--- src/shared/chan_cfg_pkg.sv ---
package chan_cfg_pkg;

  localparam int NUM_CH = 4;
  localparam int ADDR_W = 7;
  localparam int REG_W = 8;
  localparam int CNT_W = 10;
  localparam int HDR_W = 8;
  localparam int DATA_W = 24;

  // Register offsets
  localparam logic [ADDR_W-1:0] ADDR_STANDBY = 7'h00;
  localparam logic [ADDR_W-1:0] ADDR_PROF_A = 7'h01;
  localparam logic [ADDR_W-1:0] ADDR_PROF_B = 7'h02;
  localparam logic [ADDR_W-1:0] ADDR_PROF_SEL = 7'h03;
  localparam logic [ADDR_W-1:0] ADDR_POWER = 7'h04;

  // Reset values
  localparam logic [3:0] STANDBY_RST = 4'h0;
  localparam logic [3:0] PROF_RST = 4'hd;
  localparam logic [5:0] PROF_SEL_RST = 6'h00;
  localparam logic SLEEP_RST = 1'b0;

  // Field positions
  localparam int FILT_BIT = 3;
  localparam int DEC_MSB = 2;
  localparam int SEL_CH0 = 0;
  localparam int SEL_CH1 = 1;
  localparam int SEL_COPY_CH2 = 2;
  localparam int SEL_COPY_CH3 = 3;
  localparam int SEL_CH2 = 4;
  localparam int SEL_CH3 = 5;
  localparam int SLEEP_BIT = 7;
  localparam int REPEAT_BIT = 6;
  localparam int VCM_CH = 0;
  localparam int XTAL_CH = 2;

  // Decimation codes: 0 gives x32, codes from 5 up all give x1024
  localparam logic [2:0] DEC_CODE_MAX = 3'h5;
  localparam logic [CNT_W:0] MIN_RATIO = 11'h020;
  localparam logic [CNT_W:0] ONE_TICK = 11'h001;

  typedef struct packed {
    logic sinc5;
    logic [2:0] dec;
  } profile_s;

  typedef struct packed {
    logic [HDR_W-1:0] hdr;
    logic [DATA_W-1:0] data;
  } slot_s;

  typedef struct packed {
    logic standby;
    logic prof_b;
    logic sinc5;
    logic [2:0] dec_code;
  } chan_cfg_s;

  typedef struct packed {
    logic [NUM_CH-1:0] standby;
    profile_s prof_a;
    profile_s prof_b;
    logic [5:0] prof_sel;
    logic sleep;
    logic [CNT_W-1:0] tick_cnt;
    logic drdy;
    slot_s [NUM_CH-1:0] slot;
    logic [REG_W-1:0] rdata;
  } state_s;

endpackage : chan_cfg_pkg

--- src/rtl/channel_standby_mode_config.sv ---
module channel_standby_mode_config
  import chan_cfg_pkg::*;
(
  input wire logic sys_clk_i,
  input wire logic rst_i,
  input wire logic ce_i,
  input wire logic reg_wr_i,
  input wire logic reg_rd_i,
  input wire logic [ADDR_W-1:0] reg_addr_i,
  input wire logic [REG_W-1:0] reg_wdata_i,
  output logic [REG_W-1:0] reg_rdata_o,
  input wire logic mod_tick_i,
  input wire slot_s [NUM_CH-1:0] raw_slot_i,
  output slot_s [NUM_CH-1:0] slot_o,
  output logic drdy_o,
  output chan_cfg_s [NUM_CH-1:0] chan_cfg_o,
  output logic vcm_en_o,
  output logic xtal_en_o,
  output logic adc_en_o
);

  ////////////////////////////////////////////////////////////////////
  state_s st_r;
  state_s st_nxt;
  logic [CNT_W-1:0] mask [NUM_CH];
  logic [NUM_CH-1:0] fresh;
  logic [2:0] fast_code;
  logic [CNT_W-1:0] fast_mask;
  logic frame_end;
  logic wr_stb;

  // Ratio minus one for a decimation code, codes past the top clamp
  function automatic logic [CNT_W-1:0] ratio_mask(input logic [2:0] code);
    logic [2:0] c;
    logic [CNT_W:0] r;
    c = (code > DEC_CODE_MAX) ? DEC_CODE_MAX : code;
    r = (MIN_RATIO << c) - ONE_TICK;
    return r[CNT_W-1:0];
  endfunction : ratio_mask

  ////////////////////////////////////////////////////////////////////
  // Per-channel profile decode and frame freshness
  for (genvar i = 0; i < NUM_CH; i++)
  begin : g_chan
    localparam int SEL_POS = (i == 0) ? SEL_CH0 : (i == 1) ? SEL_CH1 :
                             (i == 2) ? SEL_CH2 : SEL_CH3;
    profile_s prof;
    assign prof = st_r.prof_sel[SEL_POS] ? st_r.prof_b : st_r.prof_a;
    assign chan_cfg_o[i].standby = st_r.standby[i];
    assign chan_cfg_o[i].prof_b = st_r.prof_sel[SEL_POS];
    assign chan_cfg_o[i].sinc5 = prof.sinc5;
    assign chan_cfg_o[i].dec_code = (prof.dec > DEC_CODE_MAX) ? DEC_CODE_MAX : prof.dec;
    assign mask[i] = ratio_mask(prof.dec);
    assign fresh[i] = ((st_r.tick_cnt & mask[i]) == mask[i]);
  end : g_chan

  ////////////////////////////////////////////////////////////////////
  // Fastest ratio over all channels sets the frame rate
  always_comb
  begin
    fast_code = chan_cfg_o[0].dec_code;
    for (int k = 1; k < NUM_CH; k++)
    begin
      if (chan_cfg_o[k].dec_code < fast_code)
      begin
        fast_code = chan_cfg_o[k].dec_code;
      end
    end
  end

  assign fast_mask = ratio_mask(fast_code);
  assign frame_end = mod_tick_i && !st_r.sleep &&
                     ((st_r.tick_cnt & fast_mask) == fast_mask);
  assign wr_stb = ce_i && reg_wr_i;

  ////////////////////////////////////////////////////////////////////
  // Next-state logic for registers, counter and output slots
  always_comb
  begin
    st_nxt = st_r;
    if (ce_i)
    begin
      // Register writes; only defined bits are stored
      if (reg_wr_i)
      begin
        case (reg_addr_i)
          ADDR_STANDBY: st_nxt.standby = reg_wdata_i[NUM_CH-1:0];
          ADDR_PROF_A: st_nxt.prof_a = reg_wdata_i[FILT_BIT:0];
          ADDR_PROF_B: st_nxt.prof_b = reg_wdata_i[FILT_BIT:0];
          ADDR_PROF_SEL: st_nxt.prof_sel = reg_wdata_i[SEL_CH3:0];
          ADDR_POWER: st_nxt.sleep = reg_wdata_i[SLEEP_BIT];
          default: st_nxt.prof_sel = st_r.prof_sel;
        endcase
      end
      // Read port stays live in sleep; reserved bits read zero
      if (reg_rd_i)
      begin
        case (reg_addr_i)
          ADDR_STANDBY: st_nxt.rdata = {4'h0, st_r.standby};
          ADDR_PROF_A: st_nxt.rdata = {4'h0, st_r.prof_a};
          ADDR_PROF_B: st_nxt.rdata = {4'h0, st_r.prof_b};
          ADDR_PROF_SEL: st_nxt.rdata = {2'h0, st_r.prof_sel};
          ADDR_POWER: st_nxt.rdata = {st_r.sleep, 7'h00};
          default: st_nxt.rdata = 8'h00;
        endcase
      end
      // Modulator tick counter, frozen in sleep
      if (mod_tick_i && !st_r.sleep)
      begin
        st_nxt.tick_cnt = st_r.tick_cnt + 10'h001;
      end
      // Frame assembly at the fastest rate
      st_nxt.drdy = frame_end;
      if (frame_end)
      begin
        for (int k = 0; k < NUM_CH; k++)
        begin
          if (st_r.standby[k])
          begin
            st_nxt.slot[k] = '0;
          end
          else if (fresh[k])
          begin
            st_nxt.slot[k] = raw_slot_i[k];
          end
          else
          begin
            st_nxt.slot[k].hdr = raw_slot_i[k].hdr;
            st_nxt.slot[k].hdr[REPEAT_BIT] = 1'b1;
            st_nxt.slot[k].data = '0;
          end
        end
      end
    end
  end

  ////////////////////////////////////////////////////////////////////
  // State register
  always_ff @(posedge sys_clk_i)
  begin
    if (rst_i)
    begin
      st_r <= '0;
      st_r.standby <= STANDBY_RST;
      st_r.prof_a <= PROF_RST;
      st_r.prof_b <= PROF_RST;
      st_r.prof_sel <= PROF_SEL_RST;
      st_r.sleep <= SLEEP_RST;
    end
    else
    begin
      st_r <= st_nxt;
    end
  end

  ////////////////////////////////////////////////////////////////////
  // Outputs
  assign reg_rdata_o = st_r.rdata;
  assign slot_o = st_r.slot;
  assign drdy_o = st_r.drdy;
  assign vcm_en_o = !st_r.standby[VCM_CH];
  assign xtal_en_o = !st_r.standby[XTAL_CH];
  assign adc_en_o = !st_r.sleep;

  // Per-channel frame content, decode and slot holding
  for (genvar i = 0; i < NUM_CH; i++)
  begin : g_chk
    localparam int CHK_SEL = (i == 0) ? SEL_CH0 : (i == 1) ? SEL_CH1 :
                             (i == 2) ? SEL_CH2 : SEL_CH3;

  end : g_chk
endmodule : channel_standby_mode_config

--- config.mk ---
export PLATFORM = sky130hd
export DESIGN_NAME = channel_standby_mode_config
export DESIGN_NICKNAME = d
export VERILOG_FILES = /design/src/shared/chan_cfg_pkg.sv /design/src/rtl/channel_standby_mode_config.sv
export SDC_FILE = /design/constraint.sdc
export NUM_CORES = 1
export LEC_CHECK = 0
export BUFFER_PORTS_ARGS = -buffer_cell sky130_fd_sc_hd__buf_2
export CAP_MARGIN = 25
export CORE_UTILIZATION = 55
export CTS_BUF_LIST = sky130_fd_sc_hd__clkbuf_8
export DETAILED_ROUTE_END_ITERATION = 12
export HOLD_SLACK_MARGIN = 0.15
export PLACE_DENSITY = 0.83
export SLEW_MARGIN = 15
export SYNTH_ARGS = -nofsm -noshare
export SYNTH_HDL_FRONTEND = slang
export SYNTH_SLANG_ARGS = --single-unit
--- constraint.sdc ---
create_clock -name sys_clk_i -period 7.43 [get_ports sys_clk_i]
set_input_delay 1.486 -clock sys_clk_i [delete_from_list [all_inputs] [get_ports sys_clk_i]]
set_output_delay 1.486 -clock sys_clk_i [all_outputs]
set_load 0.05 [all_outputs]
Word-level counts from Yosys, hierarchy flattened
Index checks and enable logic that the tools add are counted.
{"block": "op_classes", "add_sub_neg": 6, "magnitude_cmp": 8, "n_eq_ne": 9, "n_shift": 5, "muxes": 21, "bitwise": 5, "n_reduce_logical": 14}
{"cell": "two-way mux 32 bit", "count": 4}
{"cell": "two-way mux 31 bit", "count": 4}
{"cell": "bitwise AND 10 bit", "count": 5}
{"cell": "== test 10 bit", "count": 5}
{"cell": "left shift 6 x 3 -> 10 bit (first input constant)", "count": 5}
{"cell": "subtractor 10 x 1 -> 10 bit (second input constant)", "count": 5}
{"cell": "case mux 8 bit (5 select lines)", "count": 1}
{"cell": "two-way mux 3 bit", "count": 8}
{"cell": "two-way mux 4 bit", "count": 4}
{"cell": "> comparator 3 bit (second input constant)", "count": 5}
{"cell": "AND reduction 3 bit", "count": 5}
{"cell": "== test 7 x 2 -> 1 bit (second input constant)", "count": 2}
{"cell": "adder 10 x 1 -> 10 bit (second input constant)", "count": 1}
{"cell": "< comparator 3 bit", "count": 3}
{"cell": "== test 7 x 1 -> 1 bit (second input constant)", "count": 1}
{"cell": "== test 7 x 3 -> 1 bit (second input constant)", "count": 1}
{"cell": "zero test 7 bit", "count": 1}
{"cell": "AND reduction 2 bit", "count": 3}
{"cell": "zero test 1 bit", "count": 3}
{"cell": "logical AND 1 bit", "count": 2}
{"block": "totals", "reg_bits": 166}

Depth between registers and ports, before layout
{"block": "logic_depth", "depth_word": 17, "depth_mapped": 24, "ltp_nobuf": 21}

Worst setup path after synthesis
Ideal clock, no wire load.
{"block": "synth_timing", "kind": "register -> register", "start": "register st_r[159] (netlist name)", "end": "register st_r (netlist bit slot_o[126])", "setup_ns": 0.123, "arrival_time_ns": 4.853, "required_time_ns": 7.307, "path_slack_ns": 2.453, "stages_incl_launch_ff": 21, "period_less_slack_ns": 4.977, "cell_sequence": "dfxtp_1 > clkbuf_1 > nand2b_1 > o21ai_0 > ha_1 > nor2_1 > o21ba_2 > nand2_1 > o221a_2 > nand2_1 > inv_1 > ha_1 > nor2_1 > o21bai_1 > o21ai_0 > a221oi_1 > nand3_1 > o211ai_1 > o2111ai_2 > buf_6 > mux2_1"}
{"item": "from (decl)", "line": "channel_standby_mode_config.sv:23", "source": "state_s st_r;"}
{"item": "from (signal assigned)", "line": "channel_standby_mode_config.sv:152", "source": "st_r <= st_nxt;"}

Worst setup path in the final report
{"block": "layout_timing", "start": "register st_r (netlist bit chan_cfg_o[10])", "end": "register st_r (netlist bit slot_o[62])"}
{"block": "layout_between", "elab_chain_cells": 17, "elab_cells_between_ends": 23, "cone_classes": "2 x add/sub; 5 x order compare; 2 x eq/ne; 2 x shift; 8 x mux; 2 x bitwise; 2 x reduce/logical"}
{"item": "two-way mux 4 bit (*)", "line": "channel_standby_mode_config.sv:48", "source": "assign prof = st_r.prof_sel[SEL_POS] ? st_r.prof_b : st_r.prof_a;"}
{"item": "> comparator 3 bit", "line": "channel_standby_mode_config.sv:36, channel_standby_mode_config.sv:52"}
{"item": "two-way mux 3 bit (*)", "line": "channel_standby_mode_config.sv:36, channel_standby_mode_config.sv:52"}
{"item": "< comparator 3 bit", "line": "channel_standby_mode_config.sv:64", "source": "if (chan_cfg_o[k].dec_code < fast_code)"}
{"item": "two-way mux 3 bit", "line": "channel_standby_mode_config.sv:64"}
{"item": "< comparator 3 bit", "line": "channel_standby_mode_config.sv:64"}
{"item": "two-way mux 3 bit", "line": "channel_standby_mode_config.sv:64"}
{"item": "< comparator 3 bit", "line": "channel_standby_mode_config.sv:64"}
{"item": "two-way mux 3 bit", "line": "channel_standby_mode_config.sv:64"}
{"item": "> comparator 3 bit", "line": "channel_standby_mode_config.sv:36", "source": "c = (code > DEC_CODE_MAX) ? DEC_CODE_MAX : code;"}
{"item": "two-way mux 3 bit", "line": "channel_standby_mode_config.sv:36"}
{"item": "left shift 6 x 3 -> 10 bit", "line": "channel_standby_mode_config.sv:37", "source": "r = (MIN_RATIO << c) - ONE_TICK;"}
{"item": "subtractor 10 x 1 -> 10 bit", "line": "channel_standby_mode_config.sv:37"}
{"item": "bitwise AND 10 bit", "line": "channel_standby_mode_config.sv:73", "source": "((st_r.tick_cnt & fast_mask) == fast_mask);"}
{"item": "== test 10 bit", "line": "channel_standby_mode_config.sv:73"}
{"item": "logical AND 1 bit", "line": "channel_standby_mode_config.sv:72", "source": "assign frame_end = mod_tick_i && !st_r.sleep &&"}
{"item": "AND reduction 2 bit (no source line)"}
Every way passes the cells marked *; elsewhere a longest branch is shown, timed or not.
A chain may end at the register's enable or synchronous reset.

==> flow_metrics.py <==
metrics = {
    "status": {
        "status": "completed",
    },
    "placement": {
        "place_hpwl_um": 15240,
        "place_area_um2": 9285,
        "portBuffers": 310,
        "gp_congestion": 0.9058,
    },
    "clock_tree": {
        "cts-htree-levels": 4,
        "cts_buffers": 17,
        "cts_buffer_depth": 2,
        "cts.sinks": 165,
        "cts_setup_buffers": 0,
        "root_buffer": "clkbuf_8",
        "tritoncts": "done",
        "cts_resized": 0,
        "clk-insertion-delay-late_ps": 450,
        "hold_buffers": 0,
        "clk_pin_slew_ps": 90,
    },
    "logic_synthesis": {
        "syn-instance-count": 1002,
        "synthFlopType": "dfxtp_1",
        "yosysUniqueCellTypes": 59,
        "ys_seq_area_frac": 0.3769,
        "ys_warn_count": 0,
        "synth-adder-area-share": 0.01285,
        "synth_compound_area_frac": 0.05183,
        "synth-xor-area-share": 0.008995,
        "synth_top_family_by_area": "multiplexers",
        "synth-edff-count": 0,
        "async_flop_share": 0,
        "synth.avg_cell_area_um2": 8.746,
        "synth_seq_cells": 165,
        "syn_nets": 1160,
        "synthMuxAreaShare": 0.2029,
        "synth_simple_gate_area_frac": 0.1770,
        "netlist_area_um2": 8763,
    },
    "die": {
        "die-area_um2": 16440,
        "start_util": 0.5701,
        "fp.dieH_um": 128.2,
        "core_um2": 15370,
        "rows": 45,
        "ios": 313,
        "die_w_um": 128.2,
    },
    "layout": {
        "fin_area_um2": 9696,
        "filler_cell_count": 1345,
        "nNetsFinal": 1292,
        "area_growth_syn_to_layout_pct": 10.64,
        "layout_common_cells": "buf_2, nand2_1, dfxtp_1",
        "drive_above_1_share": 0.3217,
        "final_common_cell": "buf_2",
    },
    "power": {
        "netSwitchingFraction": 0.2327,
        "ir_drop_v": 0.0001168,
        "combPwrFrac": 0.047,
        "seqPwrFrac": 0.545,
        "p_int_uw": 1245,
        "p_per_area_nw_per_um2": 167.4,
        "p_leak_uw": 0.004929,
        "p_sw_uw": 377.7,
        "clockPowerShare": 0.407,
    },
    "detailed_routing": {
        "wl_per_cell_um": 15.39,
        "routed_wl_um": 20950,
        "drt_iter0_drc": 404,
        "drc": 0,
        "vias_per_cell": 5.173,
        "antenna_left": 0,
        "drt_pass1_iterations": 4,
        "vias": 7041,
    },
    "sta": {
        "relSlewSlack": 0.4301,
        "hold_viol_final": 0,
        "setup_violations": 0,
        "slew_violations": 0,
        "clock_skew_ps": 10.59,
        "fin_crit_sh": 0.7587,
        "worst_pin_slew_ps": 854.9,
        "min_period_ps": 5637,
        "rsz0062_at_grt": "false",
        "fin_setup_tns_ps": 0,
        "timing.fmax_ghz": 0.1774,
    },
    "global_routing": {
        "grt_overflow": 0,
        "grt_usage": 0.2480,
        "grt_pass1_vias": 6434,
        "antenna_found_initial": 3,
        "grt_pass1_wl_um": 31960,
        "grt_max_degree": 82,
    },
    "flow_run": {
        "cap_violations": 0,
    },
    "critical_path": {
        "cp_data_required_time_ps": 7770,
        "crit_fanout": 71,
        "end_kind": "flip-flop",
        "crit_type": "flip-flop to flip-flop",
        "crit_arrival_ps": 5980,
        "crit_path_start_kind": "flip-flop",
    },
    "worst_hold_path": {
        "hold_path_class": "flip-flop to flip-flop",
    },
}
layer usage:
metal / up-vias / track usage / routed length, um
met5: - / 0 / 16
met2: 263 / 0.4299 / 10300
li1: 3467 / - / -
met3: 25 / 0.07429 / 1746
met4: 2 / 0.09066 / 312
met1: 3284 / 0.2877 / 8575
logic make-up (layout without fill, tap and decap cells):
logic type | count (synthesis) | after routing
AOI/OAI and AO/OA | 64 | 64
and+or+nand+nor | 360 | 360
xor gates and xnor gates | 9 | 9
adders and majority gates | 9 | 9
DFF | 165 | 165
buffers and inverters | 223 | 368
muxes | 171 | 171
other | 1 | 4
state kept, by name, summed over array words and instances, names as in the netlist:
register	count
reg_rdata_o	7
st_r	21
drdy_o	1
slot_o	128
chan_cfg_o	8
synthesized netlist by cell type, drive strengths merged, types with 5 or more instances:
cell | instances | area (um2)
nor4 | 5 | 31.28
ha | 9 | 112.6
dfxtp | 165 | 3303
mux2 | 10 | 112.6
and3 | 5 | 31.28
nand3b | 16 | 120.1
a21oi | 14 | 70.07
nor3 | 7 | 35.03
a22oi | 5 | 37.54
buf | 165 | 1264
o21ai | 11 | 55.05
nor2 | 36 | 135.1
clkbuf | 39 | 146.4
nand3 | 23 | 115.1
nor2b | 6 | 37.54
nand4 | 6 | 37.54
nand2 | 244 | 915.9
xor2 | 5 | 43.79
mux2i | 157 | 1575
a32oi | 5 | 43.79
inv | 17 | 63.81
metrics by stage:
step	util	total power [uW]	std cells	setup WS, ps	hold WS [ps]
detailed placement	0.6041	982.6	1326	1852	442.1
CTS	0.6303	1637	1358	1832	452.6
floorplan	-	937.9	1002	2453	432.3
global placement	0.6041	981.8	1326	1943	436.6
global route	0.6303	1681	1358	1311	476.9
finish	0.6308	1623	1361	1793	449.5
worst max-delay path: stages (launching register included):
cell	delay (ps)
dfxtp_1	590
mux2i_1	500
inv_1	180
ha_1	350
nor2_1	90
o22ai_1	130
ha_1	240
a21oi_1	320
nand3_1	120
o221a_2	310
nand2_1	70
inv_1	40
ha_1	260
nor2_1	40
o21bai_1	340
nand3_1	140
o211ai_1	310
o21ai_0	200
o2111ai_4	480
buf_12	440
mux2_1	360
worst paths after layout:
kind	startpoint	end	slack, ps	cells past startpoint
setup / recovery	chan_cfg_o[10]	slot_o[62]	1790	20
setup reg to reg	chan_cfg_o[10]	slot_o[62]	1790	20
hold / removal	reg_rdata_o[5]	reg_rdata_o[5]	450	2
hold reg to reg	reg_rdata_o[5]	reg_rdata_o[5]	450	2
power by group through the flow:
stage | clock, uW | sequential [uW] | combinational (uW)
floorplan | 0 | 906 | 32.2
global placement | 0 | 906 | 75.8
detailed placement | 0 | 906 | 76.6
CTS | 675 | 885 | 76.8
global route | 712 | 886 | 83.5
finish | 661 | 885 | 76.5
layout make-up:
class	instances	area, um2	share of cell area
antenna	3	7.507	0.0007743
clock buffer	20	275.3	0.02839
clock inverter	12	127.6	0.01316
inverter	19	73.82	0.007614
multi-input combinational	614	4015	0.4141
sequential	165	3303	0.3407
tap	211	264.0	0.02723
timing repair buffer	317	1629	0.1680
Note: power is estimated with default switching activity, not from simulation.
